### config.mk
export PLATFORM = sky130hd
export DESIGN_NAME = clkgen_pin_ctrl
export DESIGN_NICKNAME = d
export VERILOG_FILES = /design/src/hdl/clkgen_pins_pkg.sv /design/src/hdl/pin_lvl_if.sv /design/src/hdl/pin_sync.sv /design/src/hdl/clk_out_ctrl.sv /design/src/hdl/clkgen_pin_ctrl.sv
export SDC_FILE = /design/constraint.sdc
export NUM_CORES = 1
export LEC_CHECK = 0
export ABC_AREA = 0
export BUFFER_PORTS_ARGS = -buffer_cell sky130_fd_sc_hd__buf_2
export CORE_AREA = 2 2 125 102
export DETAILED_ROUTE_END_ITERATION = 6
export DIE_AREA = 0 0 127 104
export GPL_TIMING_DRIVEN = 0
export PLACE_DENSITY = 0.75
export SYNTH_ARGS = -nofsm -noshare
export SYNTH_HDL_FRONTEND = slang
export SYNTH_SLANG_ARGS = --single-unit
### constraint.sdc
create_clock -name sys_clk_i -period 2.4 [get_ports sys_clk_i]
set_input_delay 0.36 -clock sys_clk_i [delete_from_list [all_inputs] [get_ports sys_clk_i]]
set_output_delay 0.36 -clock sys_clk_i [all_outputs]
set_load 0.05 [all_outputs]
### src/hdl/clkgen_pins_pkg.sv
// constants, pin map, register map and state codes of the clock generator control pins
`default_nettype none
package clkgen_pins_pkg;

  // ==========================================================
  // pin map of the synchronised input vector
  localparam int unsigned SYNC_DEPTH = 3;
  localparam int unsigned PIN_W      = 11;
  localparam int unsigned PIN_SCLK   = 0;
  localparam int unsigned PIN_SDA    = 1;
  localparam int unsigned PIN_CSN    = 2;
  localparam int unsigned PIN_A1     = 3;
  localparam int unsigned PIN_ISEL   = 4;
  localparam int unsigned PIN_PDN    = 5;
  localparam int unsigned PIN_DRST   = 6;
  localparam int unsigned PIN_OED    = 7;
  localparam int unsigned PIN_SYNC   = 8;
  localparam int unsigned PIN_INS0   = 9;
  localparam int unsigned PIN_INS1   = 10;
  // level each pin rests at when left open (internal pulls)
  localparam logic [PIN_W-1:0] PIN_IDLE = 11'h177;

  // ==========================================================
  // sizes
  localparam int unsigned N_OUT = 12;
  localparam int unsigned MON_W = 2;

  // ==========================================================
  // register map and fields
  localparam logic [7:0] REG_STATUS    = 8'h00;
  localparam logic [7:0] REG_FLAGS     = 8'h01;
  localparam logic [7:0] REG_CTRL      = 8'h02;
  localparam logic [7:0] CTRL_RST      = 8'h00;
  localparam logic [7:0] BYTE_ZERO     = 8'h00;
  localparam logic [7:0] PTR_STEP      = 8'h01;
  localparam int unsigned CTRL_SOFT_DIS = 0;
  localparam int unsigned CTRL_3WIRE    = 1;
  localparam int unsigned SPI_RD_BIT    = 7;
  // upper five bits of the I2C slave address, arbitrary value
  localparam logic [4:0] I2C_ADDR_HI   = 5'h0D;
  localparam logic [2:0] BIT_FIRST     = 3'h0;
  localparam logic [2:0] BIT_LAST      = 3'h7;
  localparam logic [2:0] BIT_STEP      = 3'h1;

  // ==========================================================
  // serial engine states
  typedef enum logic [8:0] {
    ST_IDLE   = 9'h001,
    ST_DEVADR = 9'h002,
    ST_DEVACK = 9'h004,
    ST_REG    = 9'h008,
    ST_REGACK = 9'h010,
    ST_WDATA  = 9'h020,
    ST_WACK   = 9'h040,
    ST_RDATA  = 9'h080,
    ST_RACK   = 9'h100
  } state_t;

endpackage
`default_nettype wire

### src/hdl/pin_lvl_if.sv
// carrier of raw and filtered pin levels between the control modules
`timescale 1ns/100ps
`default_nettype none
interface pin_lvl_if #(
  parameter int unsigned W = 1
);
  logic [W-1:0] raw;
  logic [W-1:0] lvl;
  modport filter  (input raw, output lvl);
  modport owner   (output raw, input lvl);
  modport watcher (input lvl);
endinterface
`default_nettype wire

### src/hdl/pin_sync.sv
// three-stage synchroniser with agreement filter for asynchronous pins
`timescale 1ns/100ps
`default_nettype none
module pin_sync #(
  parameter int unsigned W    = 1,
  parameter logic [W-1:0] IDLE = '0
) (
  input  wire logic clk_i,
  input  wire logic rst_n_i,
  pin_lvl_if.filter p
);
  import clkgen_pins_pkg::*;

  if (W < 1) begin
    $error("pin_sync needs at least one pin");
  end

  typedef struct packed {
    logic [W-1:0] s1;
    logic [W-1:0] s2;
    logic [W-1:0] s3;
    logic [W-1:0] lvl;
  } sync_t;

  localparam sync_t SYNC_RST = '{s1: IDLE, s2: IDLE, s3: IDLE, lvl: IDLE};

  sync_t q;
  sync_t d;

  // =========================================================
  // stage chain; a level counts once stages two and three agree
  always_comb begin
    d     = q;
    d.s1  = p.raw;
    d.s2  = q.s1;
    d.s3  = q.s2;
    d.lvl = (q.s2 & q.s3) | (q.lvl & (q.s2 | q.s3));
  end

  always_ff @(posedge clk_i or negedge rst_n_i) begin
    if (!rst_n_i) begin
      q <= SYNC_RST;
    end else begin
      q <= d;
    end
  end

  assign p.lvl = q.lvl;

endmodule
`default_nettype wire

### src/hdl/clk_out_ctrl.sv
// output enables, divider realign, power-down and reference selection
`timescale 1ns/100ps
`default_nettype none
module clk_out_ctrl #(
  parameter int unsigned N = clkgen_pins_pkg::N_OUT
) (
  input  wire logic         clk_i,
  input  wire logic         rst_n_i,
  pin_lvl_if.watcher        pins,
  input  wire logic         soft_disable_i,
  input  wire logic         dev_rst_i,
  output logic [N-1:0]      clk_out_enable_o,
  output logic              divider_reset_o,
  output logic              low_power_o,
  output logic [1:0]        active_ref_o
);
  import clkgen_pins_pkg::*;

  if (N < 1) begin
    $error("clk_out_ctrl needs at least one output");
  end

  typedef struct packed {
    logic [N-1:0] en;
    logic         div_rst;
    logic         low_pwr;
    logic [1:0]   ref_sel;
  } out_t;

  localparam out_t OUT_RST = '{en: '0, div_rst: 1'b1, low_pwr: 1'b0, ref_sel: 2'h0};

  out_t q;
  out_t d;

  // =========================================================
  // output pin decisions
  always_comb begin
    d = q;
    d.en = (dev_rst_i || pins.lvl[PIN_OED] || soft_disable_i) ? '0 : '1;
    d.div_rst = !pins.lvl[PIN_SYNC] || dev_rst_i;
    d.low_pwr = !pins.lvl[PIN_PDN];
    d.ref_sel = {pins.lvl[PIN_INS1], pins.lvl[PIN_INS0]};
  end

  always_ff @(posedge clk_i or negedge rst_n_i) begin
    if (!rst_n_i) begin
      q <= OUT_RST;
    end else begin
      q <= d;
    end
  end

  assign clk_out_enable_o = q.en;
  assign divider_reset_o  = q.div_rst;
  assign low_power_o      = q.low_pwr;
  assign active_ref_o     = q.ref_sel;

endmodule
`default_nettype wire

### src/hdl/clkgen_pin_ctrl.sv
// top level: serial host port, status change flags and discrete control pins
`timescale 1ns/100ps
`default_nettype none
module clkgen_pin_ctrl #(
  parameter int unsigned N_OUTPUTS = clkgen_pins_pkg::N_OUT,
  parameter int unsigned MON_BITS  = clkgen_pins_pkg::MON_W
) (
  input  wire logic                 sys_clk_i,
  input  wire logic                 reset_n_i,
  input  wire logic                 serial_if_select_i,
  input  wire logic                 sclk_i,
  input  wire logic                 sda_i,
  output logic                      sda_o,
  output logic                      sda_oe_o,
  input  wire logic                 addr1_or_serial_out_i,
  output logic                      addr1_or_serial_out_o,
  output logic                      addr1_or_serial_out_oe_o,
  input  wire logic                 addr0_or_chip_select_n_i,
  input  wire logic                 power_down_n_i,
  input  wire logic                 device_reset_n_i,
  input  wire logic                 outputs_disable_i,
  input  wire logic                 divider_realign_n_i,
  input  wire logic [1:0]           ref_select_i,
  input  wire logic                 pll_locked_i,
  input  wire logic [MON_BITS-1:0]  mon_status_i,
  output logic                      status_change_irq_n_o,
  output logic                      pll_locked_flag_o,
  output logic [N_OUTPUTS-1:0]      clk_out_enable_o,
  output logic                      divider_reset_o,
  output logic                      low_power_o,
  output logic [1:0]                active_ref_o
);
  import clkgen_pins_pkg::*;

  localparam int unsigned STAT_W = MON_BITS + 1;

  if (STAT_W > 8 || N_OUTPUTS < 1) begin
    $error("clkgen_pin_ctrl: status must fit one byte, outputs at least one");
  end

  typedef struct packed {
    state_t            st;
    logic [2:0]        bits;
    logic [7:0]        sh;
    logic [7:0]        ptr;
    logic              rw;
    logic [7:0]        ctrl;
    logic [STAT_W-1:0] flags;
    logic [STAT_W-1:0] stat;
    logic              scl;
    logic              sda;
    logic              csn;
    logic              dout;
    logic              doe;
    logic              irq_n;
    logic              lock;
  } regs_t;

  localparam regs_t REGS_RST = '{
    st:    ST_IDLE,
    bits:  BIT_FIRST,
    sh:    BYTE_ZERO,
    ptr:   BYTE_ZERO,
    rw:    1'b0,
    ctrl:  CTRL_RST,
    flags: '0,
    stat:  '0,
    scl:   1'b1,
    sda:   1'b1,
    csn:   1'b1,
    dout:  1'b1,
    doe:   1'b0,
    irq_n: 1'b1,
    lock:  1'b0
  };

  regs_t q;
  regs_t d;

  // ==========================================================
  // pin synchronisation
  pin_lvl_if #(.W(PIN_W)) pins ();

  assign pins.raw = {
    ref_select_i[1],
    ref_select_i[0],
    divider_realign_n_i,
    outputs_disable_i,
    device_reset_n_i,
    power_down_n_i,
    serial_if_select_i,
    addr1_or_serial_out_i,
    addr0_or_chip_select_n_i,
    sda_i,
    sclk_i
  };

  pin_sync #(
    .W    (PIN_W),
    .IDLE (PIN_IDLE)
  ) u_pin_sync (
    .clk_i   (sys_clk_i),
    .rst_n_i (reset_n_i),
    .p       (pins)
  );

  // ==========================================================
  // register read decode, shared by both protocols
  function automatic logic [7:0] rd_byte(
    input logic [7:0]       a,
    input regs_t            r,
    input logic [PIN_W-1:0] l
  );
    logic [7:0] v;
    v = BYTE_ZERO;
    case (a)
      REG_STATUS: v = {4'h0, l[PIN_INS1], l[PIN_INS0], l[PIN_PDN], r.lock};
      REG_FLAGS:  v = 8'(r.flags);
      REG_CTRL:   v = r.ctrl;
      default:    v = BYTE_ZERO;
    endcase
    return v;
  endfunction

  // ==========================================================
  // line conditions
  logic              i2c_mode;
  logic              scl;
  logic              sda;
  logic              csn;
  logic              scl_rise;
  logic              scl_fall;
  logic              i2c_start;
  logic              i2c_stop;
  logic              byte_done;
  logic              spi_3w;
  logic              dev_rst;
  logic              addr_hit;
  logic [7:0]        byte_in;
  logic [7:0]        rd_now;
  logic [7:0]        rd_next;
  logic [STAT_W-1:0] stat_now;
  logic [STAT_W-1:0] flag_clr;

  assign i2c_mode  = pins.lvl[PIN_ISEL];
  assign scl       = pins.lvl[PIN_SCLK];
  assign sda       = pins.lvl[PIN_SDA];
  assign csn       = pins.lvl[PIN_CSN];
  assign dev_rst   = !pins.lvl[PIN_DRST];
  assign spi_3w    = q.ctrl[CTRL_3WIRE];
  assign scl_rise  = scl && !q.scl;
  assign scl_fall  = !scl && q.scl;
  assign i2c_start = scl && q.scl && q.sda && !sda;
  assign i2c_stop  = scl && q.scl && !q.sda && sda;
  assign byte_in   = {q.sh[6:0], sda};
  assign byte_done = scl_rise && (q.bits == BIT_LAST);
  assign addr_hit  = byte_in[7:1] == {I2C_ADDR_HI, pins.lvl[PIN_A1], pins.lvl[PIN_CSN]};
  assign rd_now    = rd_byte(q.ptr, q, pins.lvl);
  assign rd_next   = rd_byte(q.ptr + PTR_STEP, q, pins.lvl);
  assign stat_now  = {mon_status_i, pll_locked_i};
  assign flag_clr  = (q.st == ST_WDATA && byte_done && q.ptr == REG_FLAGS)
                   ? byte_in[STAT_W-1:0] : '0;

  // ==========================================================
  // next state
  always_comb begin
    d      = q;
    d.scl  = scl;
    d.sda  = sda;
    d.csn  = csn;
    d.lock = pll_locked_i;
    d.stat = stat_now;
    // a change in the same cycle as a clear keeps its flag
    d.flags = (q.flags & ~flag_clr) | (stat_now ^ q.stat);
    d.irq_n = ~|d.flags;

    if (scl_rise && (q.st == ST_DEVADR || q.st == ST_REG || q.st == ST_WDATA)) begin
      d.sh   = byte_in;
      d.bits = q.bits + BIT_STEP;
    end

    case (q.st)
      ST_IDLE: begin
        d.doe = 1'b0;
      end
      ST_DEVADR: begin
        if (byte_done) begin
          d.rw = byte_in[0];
          d.st = addr_hit ? ST_DEVACK : ST_IDLE;
        end
      end
      ST_DEVACK, ST_REGACK, ST_WACK: begin
        if (scl_fall && !q.doe) begin
          d.doe  = 1'b1;
          d.dout = 1'b0;
        end else if (scl_fall) begin
          d.doe  = 1'b0;
          d.dout = 1'b1;
          d.bits = BIT_FIRST;
          d.st   = (q.st == ST_DEVACK) ? ST_REG : ST_WDATA;
          if (q.st == ST_DEVACK && q.rw) begin
            d.st   = ST_RDATA;
            d.sh   = rd_now;
            d.doe  = 1'b1;
            d.dout = rd_now[7];
          end
        end
      end
      ST_REG: begin
        if (byte_done && i2c_mode) begin
          d.ptr = byte_in;
          d.st  = ST_REGACK;
        end else if (byte_done) begin
          d.rw  = byte_in[SPI_RD_BIT];
          d.ptr = {1'b0, byte_in[6:0]};
          d.st  = byte_in[SPI_RD_BIT] ? ST_RDATA : ST_WDATA;
          d.sh  = rd_byte({1'b0, byte_in[6:0]}, q, pins.lvl);
        end
      end
      ST_WDATA: begin
        if (byte_done) begin
          if (q.ptr == REG_CTRL) begin
            d.ctrl = byte_in;
          end
          d.ptr = q.ptr + PTR_STEP;
          d.st  = i2c_mode ? ST_WACK : ST_WDATA;
        end
      end
      ST_RDATA: begin
        if (scl_fall) begin
          d.doe = 1'b1;
          if (q.bits == BIT_FIRST) begin
            d.dout = q.sh[7];
          end else begin
            d.sh   = {q.sh[6:0], 1'b0};
            d.dout = q.sh[6];
          end
        end
        if (scl_rise) begin
          d.bits = q.bits + BIT_STEP;
        end
        if (byte_done) begin
          d.ptr = q.ptr + PTR_STEP;
          if (i2c_mode) begin
            d.st = ST_RACK;
          end else begin
            d.sh = rd_next;
          end
        end
      end
      ST_RACK: begin
        if (scl_fall) begin
          d.doe  = 1'b0;
          d.dout = 1'b1;
        end
        if (scl_rise && sda) begin
          d.st = ST_IDLE;
        end else if (scl_rise) begin
          d.st   = ST_RDATA;
          d.sh   = rd_now;
          d.bits = BIT_FIRST;
        end
      end
      default: begin
        d.st  = ST_IDLE;
        d.doe = 1'b0;
      end
    endcase

    // framing wins over the byte engine
    if (!i2c_mode) begin
      if (csn) begin
        d.st  = ST_IDLE;
        d.doe = 1'b0;
      end else if (q.csn) begin
        d.st   = ST_REG;
        d.bits = BIT_FIRST;
        d.doe  = 1'b0;
      end
    end else if (i2c_stop) begin
      d.st  = ST_IDLE;
      d.doe = 1'b0;
    end else if (i2c_start) begin
      d.st   = ST_DEVADR;
      d.bits = BIT_FIRST;
      d.doe  = 1'b0;
    end

    if (dev_rst) begin
      d      = REGS_RST;
      d.stat = stat_now;
      // track live line levels so release sees no false edge or start
      d.scl  = scl;
      d.sda  = sda;
      d.csn  = csn;
    end
  end

  always_ff @(posedge sys_clk_i or negedge reset_n_i) begin
    if (!reset_n_i) begin
      q <= REGS_RST;
    end else begin
      q <= d;
    end
  end

  // ==========================================================
  // serial pins: open drain in I2C, push-pull in SPI
  assign sda_o                    = q.dout;
  assign sda_oe_o                 = q.doe && (i2c_mode ? !q.dout : spi_3w);
  assign addr1_or_serial_out_o    = q.dout;
  assign addr1_or_serial_out_oe_o = q.doe && !i2c_mode && !spi_3w;
  assign status_change_irq_n_o    = q.irq_n;
  assign pll_locked_flag_o        = q.lock;

  // ==========================================================
  // clock output side
  clk_out_ctrl #(
    .N (N_OUTPUTS)
  ) u_clk_out_ctrl (
    .clk_i            (sys_clk_i),
    .rst_n_i          (reset_n_i),
    .pins             (pins),
    .soft_disable_i   (q.ctrl[CTRL_SOFT_DIS]),
    .dev_rst_i        (dev_rst),
    .clk_out_enable_o (clk_out_enable_o),
    .divider_reset_o  (divider_reset_o),
    .low_power_o      (low_power_o),
    .active_ref_o     (active_ref_o)
  );

endmodule
`default_nettype wire

==> results.json <==
{
  "status": "complete, but fails checks",
  "violations": "negative hold slack, negative setup slack",
  "synth_cell_type_count": 78,
  "synth.cell_area_um2": 5280,
  "areaGrowthSynthToFinish_pct": 19.6,
  "hp-class": "in -> async",
  "yosys.area_share.adder_pct": 3.98,
  "ys_seq_area_share_pct": 47.7,
  "finalCritPeriodShare_pct": 103,
  "muxShareOfSynthArea_pct": 4.03,
  "grtUsageTotal_pct": 21.8,
  "final_cell_mix": "58 x dfrtp_1, 50 x nand2_1, 43 x nor2_1",
  "crit_chain": "clkbuf_1, or3_1, nor3_2, nand2_1, a31oi_1, o22ai_1, and3_1, o21ai_1",
  "cp_slowest_stage_delay_ps": 510,
  "drive_above_1_share_pct": 32.7,
  "fin_cells": 743,
  "yosys.area_share.simple_pct": 19.4,
  "preCtsSetupSlack_ps": -523,
  "p_per_area_nw_per_um2": 594,
  "wl_per_cell_um": 19.0,
  "start_util_pct": 44.1,
  "overflow": 0,
  "path_clk_slew_ps": 80,
  "die_h_um": 104,
  "synth_ff_type": "dfrtp_1",
  "relSlewSlack_pct": 54.0,
  "synth_compound_area_share_pct": 17.5,
  "ir_drop_mv": 0.701,
  "cts_tree": "built",
  "cts_hold_buf": 0,
  "grt_pass1_wl_mm": 23.0,
  "clock_latency_ps": 350,
  "setup-violations-final": 10,
  "total_power_mw": 3.75,
  "crit_fanout": 10,
  "gp_congestion": 0.963,
  "die_area_um2": 13200,
  "rows": 36,
  "drcViolationCount": 0,
  "vias_per_cell": 5.97,
  "wl_mm": 14.1,
  "tightest_slew_ps": 690,
  "clock_skew_ps": 11.5,
  "dp_hpwl_mm": 9.65,
  "core_um2": 12000,
  "cts_buffer_depth": 2,
  "cts.sinks": 99,
  "layout_setup_ws_ps": -68.7,
  "worstPathRequired_ps": 2680,
  "drv_slew": 0,
  "synth.avg_cell_area_um2": 10.2,
  "arrival_ps": 2750,
  "power_leakage_nw": 2.67,
  "finalNetCount": 610,
  "period_needed_ps": 2470,
  "rsz0062_at_grt": "yes",
  "antenna_found_initial": 0,
  "seqCellArea_um2": 2530,
  "crit_path_end_kind": "flip-flop",
  "syn_nets": 544,
  "postRouteAntennaNets": 0,
  "drt_iter0_drc": 629,
  "yosysWarnings": 0,
  "ys_ff_latch": 99,
  "ios": 38,
  "grt_pass1_vias": 4277,
  "cts-htree-levels": 3,
  "cts_buffers": 9,
  "cts.root.buffer_cell": "clkbuf_16",
  "layout_commonest_cell": "dfrtp_1",
  "cp_slowest_cell": "or3_1",
  "crit_path_start_kind": "flip-flop",
  "firstDrtPassIters": 5,
  "synth-xor-area-share_pct": 1.49,
  "max_freq_ghz": 0.405,
  "synth_edf_count": 0,
  "vias": 4438,
  "die_width_um": 127,
  "final_hold_viol_count": 9,
  "num-fill-cells": 1079,
  "synth_cells": 520,
  "synth_top_family_by_area": "simple AND/OR/NAND/NOR gates",
  "grt_max_degree": 63,
  "hold_ws_ps": -15.2,
  "async_flop_share_pct": 100,
  "max_cap_violations": 0,
  "multi_input_area_um2": 2640,
  "n_antenna_cell": 0,
  "dp_cells": 710,
  "port_buffers": 37,
  "worstSetupPathType": "reg -> reg"
}
## synth_stat cells, drive strengths merged, types with 3 or more instances
master / instances / area [um^2]
xor2: 4 / 35.0
nor2b: 5 / 31.3
o21ai: 28 / 144
dfstp: 35 / 920
a222oi: 4 / 40.0
dfrtp: 64 / 1600
a21oi: 28 / 140
inv: 14 / 52.6
nand4: 12 / 75.1
ha: 8 / 100
and4: 4 / 38.8
nand2: 50 / 188
a211oi: 6 / 45.0
nor3: 16 / 90.1
buf: 18 / 138
o211ai: 4 / 30.0
mux2i: 19 / 190
nor2: 49 / 194
xnor2: 5 / 43.8
o22a: 3 / 26.3
o31ai: 5 / 37.5
o221ai: 3 / 26.3
maj3: 11 / 110
and3: 6 / 38.8
and2b: 5 / 41.3
nand2b: 4 / 25.0
a22oi: 11 / 82.6
a31oi: 6 / 37.5
a21boi: 3 / 22.5
or2: 3 / 18.8
clkbuf: 19 / 123
nor4: 7 / 73.8
nand3: 14 / 70.1
or3: 4 / 30.0
and2: 3 / 18.8
## repair_timing
action                                  in CTS  in global routing
resized for setup                           21                 29
pin swaps                                    6                  8
endpoints found under the setup margin      41                 33
setup buffers                               11                  8
## per-stage QoR
step           instance area [um^2]  setup TNS, ps  hold WS [ps]  utilization (%)
6_report                       6320           -409         -15.2             52.7
5_1_grt                        6320           -976          20.7             52.7
4_1_cts                        6140          -30.5          7.68             51.3
3_5_place_dp                   5690          -7370           346             47.5
3_3_place_gp                   5660          -5970           334             47.2
2_1_floorplan                  5280              0          64.4                -
## cell families after synthesis
kind of cell	count (synthesis)
AND/OR/NAND/NOR	192
adder cells (fa/ha/maj)	19
flip-flops	99
XOR/XNOR	9
multiplexers	21
AO/OA/AOI/OAI	129
buffers and inverters	51
## path summary, 6_finish.rpt
check	startpoint	to	slack, ps	depth (start not counted)
worst max-delay path	q[24]$_DFFE_PN0P_	addr1_or_serial_out_o$_DFFE_PN1P_	-70	8
worst min-delay path	reset_n_i	u_pin_sync.d[29]$_DFF_PN0_	-20	1
worst max register to register	q[24]$_DFFE_PN0P_	addr1_or_serial_out_o$_DFFE_PN1P_	-70	8
worst min register to register	u_pin_sync.d[32]$_DFF_PN0_	u_pin_sync.d[21]$_DFF_PN0_	340	0
max in group asynchronous	reset_n_i	u_pin_sync.p.lvl[0]$_DFF_PN1_	1700	2
min in group sys_clk_i	sda_i	u_pin_sync.d[23]$_DFF_PN1_	110	1
## flip-flops by register name (all words and copies together), names as in the netlist, 2 cells and up
register                     cells
byte_in                          7
q                               40
u_clk_out_ctrl.active_ref_o      2
u_pin_sync.d                    22
u_pin_sync.p.lvl                11
u_pin_sync.q                    11
## layer usage
| metal | vias up | track usage, % | part of all wire, % |
|---|---|---|---|
| li1 | 2028 | - | - |
| met1 | 2204 | 32.0 | 46 |
| met2 | 191 | 32.6 | 46 |
| met3 | 15 | 5.14 | 7.4 |
| met4 | 0 | 5.34 | 0.88 |
| met5 | - | 0 | 0 |
## worst max-delay path, delay by kind of cell, from the launching register on
kind,cells,cell delay (ps)
AOI/OAI and AO/OA,3,430
buffers and inverters,1,210
DFF,1,380
and+or+nand+nor,4,1380
## area by class of cell
type | instances | share of cell area [%]
Buffer | 35 | 4.08
Clock buffer | 12 | 4.08
Clock inverter | 4 | 0.535
Inverter | 14 | 0.832
Multi-Input combinational cell | 370 | 41.8
Sequential cell | 99 | 40.0
Tap cell | 152 | 3.01
Timing Repair Buffer | 57 | 5.66
## power by group
group	leakage (nW)	internal, mW	total, mW	switching (mW)
clock	0.144	0.779	1.43	0.647
sequential	1.19	1.78	1.84	0.0602
combinational	1.33	0.156	0.490	0.334
total	2.67	2.71	3.75	1.04
(Power assumes the default switching activity.)
